<file path="config.mk">
export PLATFORM = sky130hd
export DESIGN_NAME = aobgr_top
export DESIGN_NICKNAME = d
export VERILOG_FILES = /design/src/aobgr_pkg.sv /design/src/aobgr_dly.sv /design/src/aobgr_feed.sv /design/src/aobgr_top.sv
export SDC_FILE = /design/constraint.sdc
export NUM_CORES = 1
export LEC_CHECK = 0
export ABC_CLOCK_PERIOD_IN_PS = 2750
export BUFFER_PORTS_ARGS = -buffer_cell sky130_fd_sc_hd__buf_2
export CORE_ASPECT_RATIO = 1.5
export CORE_MARGIN = 2
export CORE_UTILIZATION = 30
export CTS_CLUSTER_SIZE = 12
export DETAILED_ROUTE_END_ITERATION = 7
export GPL_ROUTABILITY_DRIVEN = 0
export GPL_TIMING_DRIVEN = 0
export PLACE_DENSITY = 0.51
export REMOVE_ABC_BUFFERS = 1
export SYNTH_ARGS = -nofsm -noshare
export SYNTH_HDL_FRONTEND = slang
export SYNTH_SLANG_ARGS = --single-unit
</file>
<file path="constraint.sdc">
create_clock -name pclk -period 2.75 [get_ports pclk]
set_input_delay 0.4125 -clock pclk [delete_from_list [all_inputs] [get_ports pclk]]
set_output_delay 0.4125 -clock pclk [all_outputs]
set_load 0.01 [all_outputs]
</file>
<file path="src/aobgr_pkg.sv">
package aobgr_pkg;
    // ************************************************************
    // register map
    // ************************************************************
    localparam logic [7:0] CTRL_BASE = 8'h00;
    localparam logic [7:0] STAT_BASE = 8'h10;
    localparam logic [7:0] CFG_OFF = 8'h20;
    localparam logic [7:0] SYS_STEP = 8'h04;
    localparam int NSYS_MAX = 4;

    // control word fields, one word per machining system
    localparam int C_BLK_HOLD = 0;
    localparam int C_CUT_HOLD = 1;
    localparam int C_DRY = 2;
    localparam int C_RAPID = 3;
    localparam int C_OVR = 4;
    localparam int C_INPOS = 5;
    localparam int C_KEEP = 6;
    localparam int C_INIT = 7;
    localparam int C_REWIND = 8;
    localparam int C_CHAMF = 9;
    localparam int C_JOG_LSB = 10;
    localparam int JOG_W = 5;
    localparam int CTRL_W = 15;
    // both interlocks come up released
    localparam logic [CTRL_W-1:0] CTRL_RST = 15'h0003;

    // status word fields
    localparam int S_RST = 0;
    localparam int S_RWD = 1;
    localparam int S_INH = 2;
    localparam int S_INPOS = 3;
    localparam int S_CHAMF = 4;
    localparam int S_STATE_LSB = 5;
    localparam int S_FEED_LSB = 7;
    localparam int STAT_W = 9;

    // config word
    localparam int G_DRY_RAPID = 0;
    localparam int CFG_W = 1;
    localparam logic [CFG_W-1:0] CFG_RST = 1'h0;

    // ************************************************************
    // states and encodings
    // ************************************************************
    typedef enum logic [1:0] {
        ST_IDLE = 2'b00,
        ST_RUN = 2'b01,
        ST_INPOS = 2'b10,
        ST_DECEL = 2'b11
    } aobgr_state_t;

    typedef enum logic [1:0] {
        FD_PROG = 2'b00,
        FD_MAXCUT = 2'b01,
        FD_MANUAL = 2'b10,
        FD_RAPID = 2'b11
    } aobgr_feed_t;

    // ************************************************************
    // timing
    // ************************************************************
    localparam int CLK_HZ = 20_000_000;
    localparam int RST_FLAG_MS = 500;
    localparam int RST_FLAG_CYC = CLK_HZ / 1000 * RST_FLAG_MS;
    localparam int DLY_W = 24;
endpackage

</file>
<file path="src/aobgr_dly.sv">
`timescale 1ns/1ps
module aobgr_dly #(
    parameter int W = aobgr_pkg::DLY_W,
    parameter logic [W-1:0] CYC = W'(aobgr_pkg::RST_FLAG_CYC)
) (
    input wire logic pclk,
    input wire logic presetn,
    input wire logic ce,
    input wire logic start,
    output logic busy,
    output logic done
);
    logic [W-1:0] cnt;
    logic [W-1:0] next_cnt;
    logic next_done;

    // restart on every start pulse; done fires once when the count runs out
    always_comb begin
        next_cnt = cnt;
        next_done = 1'b0;
        if (start) begin
            next_cnt = CYC;
        end else if (cnt != '0) begin
            next_cnt = cnt - W'(1);
            next_done = (cnt == W'(1));
        end
    end

    always_ff @(posedge pclk or negedge presetn) begin
        if (!presetn) begin
            cnt <= '0;
            done <= 1'b0;
        end else if (ce) begin
            cnt <= next_cnt;
            done <= next_done;
        end
    end

    assign busy = (cnt != '0);
endmodule

</file>
<file path="src/aobgr_feed.sv">
`timescale 1ns/1ps
module aobgr_feed (
    input wire logic pclk,
    input wire logic presetn,
    input wire logic ce,
    input wire logic dry_run_sel,
    input wire logic rapid_cmd,
    input wire logic manual_ovr_enable,
    input wire logic [aobgr_pkg::JOG_W-1:0] manual_feed_sel,
    input wire logic dry_rapid_en,
    input wire logic is_cut,
    input wire logic is_rapid,
    input wire logic manual_mode,
    output aobgr_pkg::aobgr_feed_t feed_src,
    output logic cut_ovr_en,
    output logic rapid_ovr_en,
    output logic [aobgr_pkg::JOG_W-1:0] manual_feed_code
);
    aobgr_pkg::aobgr_feed_t next_src;
    logic next_cut_ovr;
    logic next_rapid_ovr;

    // feed source; dry run never reaches manual jogging
    always_comb begin
        next_src = is_rapid ? aobgr_pkg::FD_RAPID : aobgr_pkg::FD_PROG;
        next_cut_ovr = is_cut;
        next_rapid_ovr = is_rapid;
        if (dry_run_sel && !manual_mode) begin
            if (is_cut) begin
                if (rapid_cmd) begin
                    next_src = aobgr_pkg::FD_MAXCUT;
                    next_cut_ovr = 1'b0;
                    next_rapid_ovr = 1'b0;
                end else begin
                    next_src = aobgr_pkg::FD_MANUAL;
                    next_cut_ovr = manual_ovr_enable;
                    next_rapid_ovr = 1'b0;
                end
            end else if (is_rapid && dry_rapid_en && !rapid_cmd) begin
                next_src = aobgr_pkg::FD_MANUAL;
                next_rapid_ovr = 1'b0;
            end
        end
    end

    always_ff @(posedge pclk or negedge presetn) begin
        if (!presetn) begin
            feed_src <= aobgr_pkg::FD_PROG;
            cut_ovr_en <= 1'b0;
            rapid_ovr_en <= 1'b0;
            manual_feed_code <= '0;
        end else if (ce) begin
            feed_src <= next_src;
            cut_ovr_en <= next_cut_ovr;
            rapid_ovr_en <= next_rapid_ovr;
            manual_feed_code <= manual_feed_sel;
        end
    end
endmodule

</file>
<file path="src/aobgr_top.sv">
// Contract
// - block start hold low: no next block
// - start hold covers internally generated blocks
// - both hold inputs come up high
// - cut hold low: only positioning blocks start
// - cut hold covers fixed cycle blocks
// - dry run, rapid high: max cutting feed
// - dry run, rapid low: manual feed, override
// - dry run on rapid needs enabling parameter
// - dry run off in manual, on tapping (no tapping input here; only manual mode turns dry run off)
// - inpos request pauses after cutting block
// - keep reset: index memory, stop, flag
// - init reset: modal init, cancel comp, flag
// - rewind reset: decelerate, reset, delayed flag
// - rewind reset raises rewinding, memory rewinds
// - rewind request high blocks all operation
// - rewind reset: init, cancel, clear strobes
// - chamfer at thread end may be suppressed
// - chamfer input sampled at thread start
//
// Our own choices: the register addresses and the APB interface to the registers.
`timescale 1ns/1ps
module aobgr_top #(
    parameter int NSYS = 3,
    parameter int RST_DLY_CYC = aobgr_pkg::RST_FLAG_CYC
) (
    input wire logic pclk,
    input wire logic presetn,
    input wire logic ce,
    input wire logic psel,
    input wire logic penable,
    input wire logic pwrite,
    input wire logic [7:0] paddr,
    input wire logic [31:0] pwdata,
    output logic [31:0] prdata,
    output logic pready,
    output logic pslverr,
    input wire logic [NSYS-1:0] blk_req,
    input wire logic [NSYS-1:0] blk_motion,
    input wire logic [NSYS-1:0] blk_cut,
    input wire logic [NSYS-1:0] blk_rapid,
    input wire logic [NSYS-1:0] blk_thread,
    input wire logic [NSYS-1:0] blk_done,
    input wire logic [NSYS-1:0] inpos_ok,
    input wire logic [NSYS-1:0] axis_stopped,
    input wire logic [NSYS-1:0] auto_mode,
    input wire logic [NSYS-1:0] mem_mode,
    input wire logic [NSYS-1:0] manual_mode,
    output logic [NSYS-1:0] blk_start,
    output logic [NSYS-1:0] inpos_wait,
    output logic [NSYS-1:0] chamfer_en,
    output logic [NSYS-1:0] decel_stop,
    output logic [NSYS-1:0] motion_stop,
    output logic [NSYS-1:0] modal_init,
    output logic [NSYS-1:0] comp_cancel,
    output logic [NSYS-1:0] mem_index,
    output logic [NSYS-1:0] alarm_clr,
    output logic [NSYS-1:0] strobe_clr,
    output logic [NSYS-1:0] mout_clr,
    output logic [NSYS-1:0] in_reset_flag,
    output logic [NSYS-1:0] rewinding_flag,
    output logic [NSYS-1:0] op_inhibit,
    output logic [2*NSYS-1:0] feed_src,
    output logic [NSYS-1:0] cut_ovr_en,
    output logic [NSYS-1:0] rapid_ovr_en,
    output logic [aobgr_pkg::JOG_W*NSYS-1:0] manual_feed_code
);
    localparam int JW = aobgr_pkg::JOG_W;
    localparam logic [aobgr_pkg::DLY_W-1:0] DLY_CYC = aobgr_pkg::DLY_W'(RST_DLY_CYC);

    // ************************************************************
    // register file and apb slave
    // ************************************************************
    logic [aobgr_pkg::CTRL_W-1:0] ctrl [NSYS];
    logic [aobgr_pkg::CTRL_W-1:0] next_ctrl [NSYS];
    logic [aobgr_pkg::CFG_W-1:0] cfg;
    logic [aobgr_pkg::CFG_W-1:0] next_cfg;
    logic [31:0] next_prdata;
    logic [aobgr_pkg::STAT_W-1:0] stat [NSYS];
    logic hit;
    logic wr_en;

    // zero wait states; decode is purely combinational
    assign pready = 1'b1;
    assign pslverr = psel & penable & ~hit;
    assign wr_en = psel & penable & pwrite & hit;

    // address decode, write update and read data capture
    always_comb begin
        hit = (paddr == aobgr_pkg::CFG_OFF);
        next_cfg = cfg;
        next_prdata = prdata;
        if (psel && !penable) begin
            next_prdata = '0;
        end
        if (wr_en && paddr == aobgr_pkg::CFG_OFF) begin
            next_cfg = pwdata[aobgr_pkg::CFG_W-1:0];
        end
        if (psel && !penable && !pwrite && paddr == aobgr_pkg::CFG_OFF) begin
            next_prdata = 32'(cfg);
        end
        for (int i = 0; i < NSYS; i++) begin
            next_ctrl[i] = ctrl[i];
            if (paddr == aobgr_pkg::CTRL_BASE + 8'(i) * aobgr_pkg::SYS_STEP) begin
                hit = 1'b1;
                if (wr_en) begin
                    next_ctrl[i] = pwdata[aobgr_pkg::CTRL_W-1:0];
                end
                if (psel && !penable && !pwrite) begin
                    next_prdata = 32'(ctrl[i]);
                end
            end
            if (paddr == aobgr_pkg::STAT_BASE + 8'(i) * aobgr_pkg::SYS_STEP) begin
                hit = 1'b1; // status words ignore writes
                if (psel && !penable && !pwrite) begin
                    next_prdata = 32'(stat[i]);
                end
            end
        end
    end

    always_ff @(posedge pclk or negedge presetn) begin
        if (!presetn) begin
            for (int i = 0; i < NSYS; i++) begin
                ctrl[i] <= aobgr_pkg::CTRL_RST;
            end
            cfg <= aobgr_pkg::CFG_RST;
            prdata <= '0;
        end else if (ce) begin
            for (int i = 0; i < NSYS; i++) begin
                ctrl[i] <= next_ctrl[i];
            end
            cfg <= next_cfg;
            prdata <= next_prdata;
        end
    end

    // ************************************************************
    // control field views, one bit per system
    // ************************************************************
    logic [NSYS-1:0] hold_n_v;
    logic [NSYS-1:0] cut_hold_n_v;
    logic [NSYS-1:0] inpos_req_v;
    logic [NSYS-1:0] keep_v;
    logic [NSYS-1:0] init_v;
    logic [NSYS-1:0] rrw_v;
    logic [NSYS-1:0] chamf_n_v;

    // every system reads only its own control word
    always_comb begin
        for (int i = 0; i < NSYS; i++) begin
            hold_n_v[i] = ctrl[i][aobgr_pkg::C_BLK_HOLD];
            cut_hold_n_v[i] = ctrl[i][aobgr_pkg::C_CUT_HOLD];
            inpos_req_v[i] = ctrl[i][aobgr_pkg::C_INPOS];
            keep_v[i] = ctrl[i][aobgr_pkg::C_KEEP];
            init_v[i] = ctrl[i][aobgr_pkg::C_INIT];
            rrw_v[i] = ctrl[i][aobgr_pkg::C_REWIND];
            chamf_n_v[i] = ctrl[i][aobgr_pkg::C_CHAMF];
        end
    end

    // ************************************************************
    // block gating and reset sequencing
    // ************************************************************
    aobgr_pkg::aobgr_state_t state [NSYS];
    aobgr_pkg::aobgr_state_t next_state [NSYS];
    logic [NSYS-1:0] cut_lat, next_cut_lat;
    logic [NSYS-1:0] next_chamf, next_rst, next_rwd;
    logic [NSYS-1:0] keep_q, init_q, rrw_q;
    logic [NSYS-1:0] tmr_start, next_tmr_start;
    logic [NSYS-1:0] tmr_busy, tmr_done;
    logic [NSYS-1:0] next_blk_start, next_motion_stop, next_modal_init;
    logic [NSYS-1:0] next_comp_cancel, next_mem_index, next_alarm_clr;
    logic [NSYS-1:0] next_strobe_clr, next_mout_clr;

    // one sequencer per system; rewind request beats the soft resets
    always_comb begin
        for (int i = 0; i < NSYS; i++) begin
            next_state[i] = state[i];
            next_cut_lat[i] = cut_lat[i];
            next_chamf[i] = chamfer_en[i];
            next_rst[i] = in_reset_flag[i];
            next_rwd[i] = rewinding_flag[i];
            next_tmr_start[i] = 1'b0;
            next_blk_start[i] = 1'b0;
            next_motion_stop[i] = 1'b0;
            next_modal_init[i] = 1'b0;
            next_comp_cancel[i] = 1'b0;
            next_mem_index[i] = 1'b0;
            next_alarm_clr[i] = 1'b0;
            next_strobe_clr[i] = 1'b0;
            next_mout_clr[i] = 1'b0;
            case (state[i])
                aobgr_pkg::ST_IDLE: begin
                    // interlocks looked at only at the boundary, any block source
                    if (blk_req[i] && auto_mode[i] && !rrw_v[i] && hold_n_v[i]
                        && (cut_hold_n_v[i] || !blk_motion[i])) begin
                        next_blk_start[i] = 1'b1;
                        next_state[i] = aobgr_pkg::ST_RUN;
                        next_cut_lat[i] = blk_cut[i];
                        if (blk_thread[i]) begin
                            next_chamf[i] = ~chamf_n_v[i];
                        end
                    end
                end
                aobgr_pkg::ST_RUN: begin
                    // a running block finishes whatever the interlocks do, unless a keep, init or rewind request cuts it short
                    if (blk_done[i]) begin
                        if (cut_lat[i] && inpos_req_v[i]) begin
                            next_state[i] = aobgr_pkg::ST_INPOS;
                        end else begin
                            next_state[i] = aobgr_pkg::ST_IDLE;
                        end
                    end
                end
                aobgr_pkg::ST_INPOS: begin
                    if (inpos_ok[i]) begin
                        next_state[i] = aobgr_pkg::ST_IDLE;
                    end
                end
                aobgr_pkg::ST_DECEL: begin
                    // reset happens only once the axes have come to rest
                    if (axis_stopped[i]) begin
                        next_state[i] = aobgr_pkg::ST_IDLE;
                        next_modal_init[i] = 1'b1;
                        next_comp_cancel[i] = 1'b1;
                        next_alarm_clr[i] = 1'b1;
                        next_strobe_clr[i] = 1'b1;
                        next_mout_clr[i] = 1'b1;
                        next_mem_index[i] = mem_mode[i];
                        next_rwd[i] = 1'b1;
                        next_tmr_start[i] = 1'b1;
                    end
                end
                default: begin
                    next_state[i] = aobgr_pkg::ST_IDLE;
                end
            endcase
            // flags drop once no request stands and no delay runs
            if (!keep_v[i] && !init_v[i] && !rrw_v[i] && !tmr_busy[i] && !tmr_start[i]
                && state[i] != aobgr_pkg::ST_DECEL) begin
                next_rst[i] = 1'b0;
                next_rwd[i] = 1'b0;
            end
            if (keep_v[i] && !keep_q[i]) begin
                next_state[i] = aobgr_pkg::ST_IDLE;
                next_mem_index[i] = 1'b1;
                next_alarm_clr[i] = 1'b1;
                next_mout_clr[i] = 1'b1;
                next_motion_stop[i] = 1'b1;
                next_rst[i] = 1'b1;
            end
            if (init_v[i] && !init_q[i]) begin
                next_state[i] = aobgr_pkg::ST_IDLE;
                next_modal_init[i] = 1'b1;
                next_comp_cancel[i] = 1'b1;
                next_alarm_clr[i] = 1'b1;
                next_mout_clr[i] = 1'b1;
                next_motion_stop[i] = 1'b1;
                next_rst[i] = 1'b1;
            end
            if (rrw_v[i] && !rrw_q[i]) begin
                next_state[i] = aobgr_pkg::ST_DECEL;
            end
            if (tmr_done[i]) begin
                next_rst[i] = 1'b1;
            end
        end
    end

    always_ff @(posedge pclk or negedge presetn) begin
        if (!presetn) begin
            for (int i = 0; i < NSYS; i++) begin
                state[i] <= aobgr_pkg::ST_IDLE;
            end
            cut_lat <= '0;
            chamfer_en <= '0;
            in_reset_flag <= '0;
            rewinding_flag <= '0;
            keep_q <= '0;
            init_q <= '0;
            rrw_q <= '0;
            tmr_start <= '0;
            blk_start <= '0;
            motion_stop <= '0;
            modal_init <= '0;
            comp_cancel <= '0;
            mem_index <= '0;
            alarm_clr <= '0;
            strobe_clr <= '0;
            mout_clr <= '0;
        end else if (ce) begin
            for (int i = 0; i < NSYS; i++) begin
                state[i] <= next_state[i];
            end
            cut_lat <= next_cut_lat;
            chamfer_en <= next_chamf;
            in_reset_flag <= next_rst;
            rewinding_flag <= next_rwd;
            keep_q <= keep_v;
            init_q <= init_v;
            rrw_q <= rrw_v;
            tmr_start <= next_tmr_start;
            blk_start <= next_blk_start;
            motion_stop <= next_motion_stop;
            modal_init <= next_modal_init;
            comp_cancel <= next_comp_cancel;
            mem_index <= next_mem_index;
            alarm_clr <= next_alarm_clr;
            strobe_clr <= next_strobe_clr;
            mout_clr <= next_mout_clr;
        end
    end

    // decodes of registered state; inhibit follows the registered request
    always_comb begin
        for (int i = 0; i < NSYS; i++) begin
            inpos_wait[i] = (state[i] == aobgr_pkg::ST_INPOS);
            decel_stop[i] = (state[i] == aobgr_pkg::ST_DECEL);
            op_inhibit[i] = rrw_q[i];
            stat[i] = {feed_src[2*i +: 2], 2'(state[i]), chamfer_en[i], inpos_wait[i],
                op_inhibit[i], rewinding_flag[i], in_reset_flag[i]};
        end
    end

    // ************************************************************
    // per-system feed selection and reset flag delay
    // ************************************************************
    for (genvar g = 0; g < NSYS; g++) begin : g_sys
        aobgr_pkg::aobgr_feed_t src;

        aobgr_feed u_feed (
            .pclk(pclk),
            .presetn(presetn),
            .ce(ce),
            .dry_run_sel(ctrl[g][aobgr_pkg::C_DRY]),
            .rapid_cmd(ctrl[g][aobgr_pkg::C_RAPID]),
            .manual_ovr_enable(ctrl[g][aobgr_pkg::C_OVR]),
            .manual_feed_sel(ctrl[g][aobgr_pkg::C_JOG_LSB +: JW]),
            .dry_rapid_en(cfg[aobgr_pkg::G_DRY_RAPID]),
            .is_cut(blk_cut[g]),
            .is_rapid(blk_rapid[g]),
            .manual_mode(manual_mode[g]),
            .feed_src(src),
            .cut_ovr_en(cut_ovr_en[g]),
            .rapid_ovr_en(rapid_ovr_en[g]),
            .manual_feed_code(manual_feed_code[g*JW +: JW])
        );
        assign feed_src[2*g +: 2] = 2'(src);

        // long wait is a parameter so simulation can shorten it
        aobgr_dly #(
            .W(aobgr_pkg::DLY_W),
            .CYC(DLY_CYC)
        ) u_dly (
            .pclk(pclk),
            .presetn(presetn),
            .ce(ce),
            .start(tmr_start[g]),
            .busy(tmr_busy[g]),
            .done(tmr_done[g])
        );
    end
endmodule

</file>
==> results of run 1 <==
-- metrics by stage --
step	utilization, %	hold slack [ns]
floorplan	-	0.117
global route	35.4	0.150
finish	35.4	0.150
CTS	35.3	0.130
global placement	32.9	0.458
detailed placement	33.2	0.326
-- registers in the layout, indices dropped and copies added (netlist names) --
register / count
g_sys.u_feed.rapid_ovr_en: 3
chamfer_en: 3
g_sys.u_feed.cut_ovr_en: 3
mem_index: 3
init_q: 3
keep_q: 3
stat: 6
prdata: 32
blk_start: 3
g_sys.u_feed.feed_src: 6
cut_lat: 3
rewinding_flag: 3
cfg: 1
in_reset_flag: 3
tmr_start: 3
chamf_n_v: 3
g_sys.u_dly.cnt: 72
motion_stop: 3
op_inhibit: 3
mout_clr: 3
comp_cancel: 3
ctrl: 42
g_sys.u_dly.done: 3
g_sys.u_feed.manual_feed_code: 15
-- synth_stat cells (all sizes together), types with 11 or more instances --
library cell,n
dfrtp,219
o21ai,95
nand2,88
mux2,78
nor2,75
a21oi,62
buf,46
inv,41
clkbuf,37
nand3,33
or4,27
nor3,23
nor4,22
and2,21
o31ai,19
or3,18
nor2b,17
nand4,16
o22ai,15
and3,12
nand2b,11
-- layer usage --
layer  global-route usage (%)  vias up
met5                        0        -
met4                     7.21        8
met1                     21.0     4577
met3                     3.01       67
met2                     30.1      200
li1                         -     4372
-- cells by family after synthesis --
logic type      after synthesis
compound gates              279
other cells                   1
simple gates                394
xor+xnor                     15
buf+inv                     125
flops                       225
fa+ha+maj                     6
mux                          89
-- power groups by stage --
| stage | registers, W | logic (W) | clock network (W) |
|---|---|---|---|
| after floorplan | 0.00395 | 0.000773 | 0 |
| after global placement | 0.00403 | 0.00119 | 0 |
| after detailed placement | 0.00404 | 0.00122 | 0 |
| after CTS | 0.00398 | 0.00123 | 0.00335 |
| after global routing | 0.00405 | 0.00138 | 0.00349 |
| final | 0.00399 | 0.00121 | 0.00325 |
-- cell type report --
cell class	count	area (µm²)	share of cell area, %
repair buffers	168	932	7.03
flip-flops and latches	225	5640	42.5
inverters	42	159	1.20
diodes	4	10.0	0.0755
clock inverters	4	45.0	0.340
multi-input cells	784	5130	38.7
clock buffers	40	732	5.52
well taps	489	612	4.61
-- worst paths after layout --
path / start / to / slack [ns] / depth (start not counted)
max in group asynchronous: presetn / g_sys[0].u_dly.cnt[3] / 1.55 / 3
min in group asynchronous: presetn / prdata[17] / 0.36 / 2
min reg2reg: motion_stop[0] / motion_stop[0] / 0.47 / 1
max reg2reg: g_sys[1].u_dly.cnt[10] / g_sys[1].u_dly.cnt[1] / 0.17 / 5
max: g_sys[1].u_dly.cnt[10] / g_sys[1].u_dly.cnt[1] / 0.17 / 5
min: pwdata[1] / ctrl[16] / 0.15 / 2
-- worst max-delay path: cells and delay by family, from the launching register on --
kind	cells	cell delay, ns
flip-flops	1	0.41
AO/OA/AOI/OAI	3	0.61
AND/OR/NAND/NOR	2	1.41
-- timing repair --
action,CTS,global route
hold buffers,1,0
endpoints found under the setup margin,11,6
hold endpoints to repair,38,0
pin swaps,0,1
gates resized for setup,2,3
gates cloned,0,0
==> run metrics, run 1 <==
post-route cell area=~13000 µm²; post-synthesis mux area share=~9%; first-pass GRT wire length=around 54 mm; post-synth top area cell=dfrtp_1; maximum fanout along the worst path=8; Post-Syn Instances=roughly 1100; grt ovf=0; clock share of power=approximately two fifths; Port Buf Inserts=163; xor-xnor portion of the synthesized cell area=approximately 1.2%; Net Sw Frac=28.6%; WL met1=~14 mm; synth unique cells=between 60 and 70; num rows=87; sequential share of the synthesized area=between 40% and 50%; Pwr per Cell Area=about 640 nW/µm²; Area contributors post-synth=dfrtp_1 48%, mux2_2 7.7%, o21ai_0 4.1%; Num CTS Buffers=24; Root Buffer=clkbuf_16; largest net degree at the start of global routing=about 120; boundary pin count=approximately 180; Fin Setup TNS=0 ns; HPWL Detailed=between 20 and 25 mm; clk buf depth=3; via-per-instance ratio=5.25; unrepaired setup endpoints after global routing=no; Comb power frac=14.4%; CTS sink cnt=225; Hold Vio Cnt, Final=0; simple-gate area share of the yosys netlist=a little under a fifth; Leak Pwr=6.07 nW; drt first pass iters=4; Synth warnings=0; metal2 WL=~17 mm; final setup fails=0; CTS tree=done; detailed-route via count=9224; Final period util=between 90% and 100%; die area=about 39000 µm²; EDFF count, synth=0; Worst EP required=approximately 3.1 ns; drt first-iter violations=approximately 650; vias in the first global route=roughly 9400; GRT Total Usage=17.3%; max_cap viols=0; status=completed; average wire per standard cell=roughly 19 µm; layout cells sized above 1=about a quarter; top cell type's share of synthesized area=about half; most common cell after layout, fill and taps aside=dfrtp_1; most used cell, CP=or4_1; core area=~37000 µm²; die height=242 µm; number of routed nets with antenna violations=0; fin worst setup slack=roughly 0.17 ns; minimum clock period=2.58 ns; adder-cell share of the synthesized area=less than 1%; crit path max-delay cell type=or4_1; Max-slew headroom=about 36%; clock skew=about 0.0083 ns; Post-Place Worst Slack=-0.386 ns; Syn-to-layout area delta=16.8%; CTS clk-pin slew, worst paths=about 0.060 ns; post-CTS setup buffer count=0; # fillers=about 3800; Seq pwr share=about 47%; FF+latch count, synth=~230; DRC=0; Crit Path Class=reg -> reg; Critical Path, Cell by Cell=or4_1 > or4_1 > o21ai_0 > a2bb2oi_1 > o22ai_1; Final Power=0.00845 W; largest family of logic cells by synthesized area=simple AND/OR/NAND/NOR gates; Max Used Layer=met5; most frequent cells in the layout=219 x dfrtp_1, 161 x buf_2, 92 x o21ai_0; CP max stage delay=0.71 ns; initial core utilization=a little under a third; Die X=roughly 160 µm; clk_lat worst skew=0.52 ns; CP startpoint kind=flop; initial antenna violation count=9; Internal=between 0.006 and 0.007 W; Post-Route WL=34.2 mm; Post-Place Cell Area=12400 µm²; Post-Layout Cell Count=roughly 1800; metal3 WL=approximately 1.6 mm; WP data arrival=approximately 3.0 ns; H-Tree Level Count=1; hold crit path type=in -> reg; CP endpoint kind=flop; Syn Area/Cell=10.0 µm²; synthesized area=11400 µm²; Most used DFF post-synth=dfrtp_1; # nets final=approximately 1300; Worst Tran Pin Value=0.957 ns; Net Sw Power=0.00242 W; fraction of the mapped netlist area in compound gates=~16%; maximum vdd ir drop=about 0.00042 V; asr flop ratio synth=between 90% and 100%; placed cells=1707; fmax=slightly below 0.4 GHz; max-slew violations=0
Note: power is estimated with default switching activity, not from simulation.
==> inputs of run 2 (changes only) <==
--- a/config.mk
+++ b/config.mk
@@ -5,17 +5,19 @@
 export SDC_FILE = /design/constraint.sdc
 export NUM_CORES = 1
 export LEC_CHECK = 0
-export ABC_CLOCK_PERIOD_IN_PS = 2750
+export ABC_CLOCK_PERIOD_IN_PS = 3100
 export BUFFER_PORTS_ARGS = -buffer_cell sky130_fd_sc_hd__buf_2
 export CORE_ASPECT_RATIO = 1.5
 export CORE_MARGIN = 2
 export CORE_UTILIZATION = 30
+export CTS_BUF_LIST = sky130_fd_sc_hd__clkbuf_2
 export CTS_CLUSTER_SIZE = 12
 export DETAILED_ROUTE_END_ITERATION = 7
 export GPL_ROUTABILITY_DRIVEN = 0
 export GPL_TIMING_DRIVEN = 0
 export PLACE_DENSITY = 0.51
 export REMOVE_ABC_BUFFERS = 1
+export SETUP_SLACK_MARGIN = 0.3
 export SYNTH_ARGS = -nofsm -noshare
 export SYNTH_HDL_FRONTEND = slang
 export SYNTH_SLANG_ARGS = --single-unit
==> constraint.sdc (replaced) <==
create_clock -name pclk -period 3.1 [get_ports pclk]
set_input_delay 0.465 -clock pclk [delete_from_list [all_inputs] [get_ports pclk]]
set_output_delay 0.465 -clock pclk [all_outputs]
set_load 0.01 [all_outputs]
==> run metrics, run 2 (synthesis gave the netlist of run 1 again) <==
Port Buf Inserts=163 (unchanged); die area=39400 µm² (unchanged); Syn-to-layout area delta=18.7%; hold crit path type=in -> reg; Pwr per Cell Area=494 nW/µm² (-22%); Post-Place Cell Area=12400 µm² (unchanged); Final period util=87.0%; Leak Pwr=6.27 nW (+3.1%); clock share of power=30.0% (-8.4 points); Seq pwr share=53.0% (+5.8 points); Comb power frac=16.9% (+2.5 points); fmax=about 0.37 GHz; boundary pin count=182 (unchanged); grt ovf=0 (unchanged); Bufs and invs on worst path=3 (+3); max_cap viols=0 (unchanged); vias in the first global route=9927 (+5.9%); Critical Path, Cell by Cell=buf_2 > nor4_1 > nor4b_1 > nand2_1 > dlygate4sd3_1 > nor2_1 > dlygate4sd3_1 > mux2_2; Root Buffer=clkbuf_2; reg2reg setup slack=0.44 ns (+0.27 ns); # fillers=3877 (+1.4%); Worst Tran Pin Value=0.939 ns (-0.0181 ns); unrepaired setup endpoints after global routing=no; Internal=0.00437 W (-28%); final setup fails=0 (unchanged); Max Used Layer=met5; Final Power=0.00666 W (-21%); area of the multi-input gates=5120 µm² (-0.29%); crit path max-delay cell type=nor4_1; CP startpoint kind=input port; fin worst setup slack=0.404 ns (+0.237 ns); Die X=163 µm (unchanged); average wire per standard cell=18.9 µm (-3.1%); via-per-instance ratio=5.21 (-0.84%); placed cells=1707 (unchanged); drt first-iter violations=557 (-14%); Post-Route WL=35.2 mm (+2.8%); max-slew violations=0 (unchanged); Hold Vio Cnt, Final=0 (unchanged); num rows=87 (unchanged); Max-slew headroom=36.9% (+1.2 points); die height=242 µm (unchanged); most used cell, CP=dlygate4sd3_1; metal3 WL=1.89 mm (+21%); post-CTS setup buffer count=0 (unchanged); post-route cell area=13500 µm² (+1.6%); # nets final=1414 (+6.3%); maximum fanout along the worst path=5 (-3); core area=37400 µm² (unchanged); register area=5640 µm² (unchanged); HPWL Detailed=24.8 mm (unchanged); DRC=0 (unchanged); metal2 WL=17.3 mm (-0.47%); H-Tree Level Count=2 (+1); initial antenna violation count=5 (-4); drt first pass iters=5 (+1); CP endpoint kind=flop; most frequent cells in the layout=219 x dfrtp_1, 161 x buf_2, 92 x o21ai_0; most common cell after layout, fill and taps aside=dfrtp_1; Post-Place Worst Slack=-0.0885 ns (+0.298 ns); top flop regs=g_sys.u_dly.cnt (72), ctrl (42), prdata (32); largest net degree at the start of global routing=119 (unchanged); Post-Layout Cell Count=1863 (+6.1%); layout cells sized above 1=25.3% (+1.4 points); CTS tree=done; WL met1=14.3 mm (+1.8%); Reg with most FFs=g_sys.u_dly.cnt; number of flip-flops in the largest register=72 (unchanged); Net Sw Power=0.00229 W (-5.5%); clk buf depth=3 (unchanged); CTS sink cnt=225 (unchanged); Net Sw Frac=34.3% (+5.7 points); WP data arrival=3.51 ns (+0.56 ns); Num CTS Buffers=57 (+140%); clock skew=0.0879 ns (+0.0796 ns); CP max stage delay=0.71 ns (about the same); minimum clock period=approximately 2.7 ns; maximum vdd ir drop=0.000221 V (-48%); CP top delay family=simple AND/OR/NAND/NOR gates; Worst EP required=3.92 ns (+0.80 ns); GRT Total Usage=18.0% (+0.63 points); clk_lat worst skew=0.99 ns (+0.47 ns); initial core utilization=30.3% (unchanged); first-pass GRT wire length=55.7 mm (+3.3%); status=completed; detailed-route via count=9704 (+5.2%); Crit Path Class=in -> reg; CTS clk-pin slew, worst paths=0.11 ns (+0.05 ns); number of routed nets with antenna violations=0 (unchanged)
==> run 2: cell types whose count changed in the layout (fill, tap and decap cells not counted), sizes merged <==
| cell | delta |
|---|---|
| buf | +1 |
| bufinv | -1 |
| clkbuf | +36 |
| clkinv | +17 |
| clkinvlp | +3 |
| dlygate4sd3 | +50 |
| inv | +1 |
==> run 2: worst reg2reg max path, delay by kind of cell (launching register included) <==
| family | cells | cell delay, ns |
|---|---|---|
| flops | 1 | 0.42 |
| simple gates | 4 | 1.92 |
| compound gates | 1 | 0.25 |
==> run 2: area by class of cell <==
class | instances | share of cell area (%)
multi-input combinational | 784 | 38.0
sequential | 225 | 41.8
clock inverter | 24 | 0.771
antenna | 4 | 0.0743
inverter | 42 | 1.19
tap | 489 | 4.54
clock buffer | 76 | 2.82
timing repair buffer | 219 | 10.8
==> run 2: per-layer routing <==
| metal | vias up | track usage, % |
|---|---|---|
| met5 | - | 0 |
| met4 | 2 | 9.37 |
| met3 | 94 | 3.89 |
| met1 | 4752 | 21.2 |
| li1 | 4583 | - |
| met2 | 273 | 30.4 |
==> run 2: timing repair <==
item | 4_1_cts | 5_1_grt
resized for setup | 1 | 2
endpoints found under the hold margin | 317 | 0
hold buffers | 52 | 0
endpoints found under the setup margin | 6 | 6
gates cloned | 0 | 0
==> run 2: power groups by stage <==
stage	Sequential, W	Clock [W]	Combinational [W]
5_1_grt	0.00359	0.00227	0.00128
3_3_place_gp	0.00358	0	0.00105
2_1_floorplan	0.00351	0	0.000686
6_report	0.00353	0.00200	0.00113
4_1_cts	0.00353	0.00211	0.00114
3_5_place_dp	0.00358	0	0.00108
==> run 2: path summary, 6_finish.rpt <==
| path | startpoint | end | depth (start not counted) |
|---|---|---|---|
| worst max-delay path | paddr[1] | cfg | 8 |
| worst min-delay path | paddr[3] | prdata[3] | 6 |
| worst max register to register | g_sys[1].u_dly.cnt[10] | g_sys[1].u_dly.cnt[23] | 5 |
| worst min register to register | motion_stop[0] | motion_stop[0] | 1 |
| max in group asynchronous | presetn | g_sys[0].u_dly.cnt[22] | 4 |
| min in group asynchronous | presetn | g_sys[2].u_dly.cnt[18] | 4 |
==> run 2: per-stage QoR <==
step | util (%) | hold WS (ns) | setup TNS (ns)
after floorplan | - | 0.169 | 0
after global placement | 32.9 | 0.458 | -866.86
after detailed placement | 33.2 | 0.378 | -0.658
after CTS | 35.9 | 0.00530 | 0
after global routing | 36.0 | 0.0508 | 0
final | 36.0 | 0.106 | 0
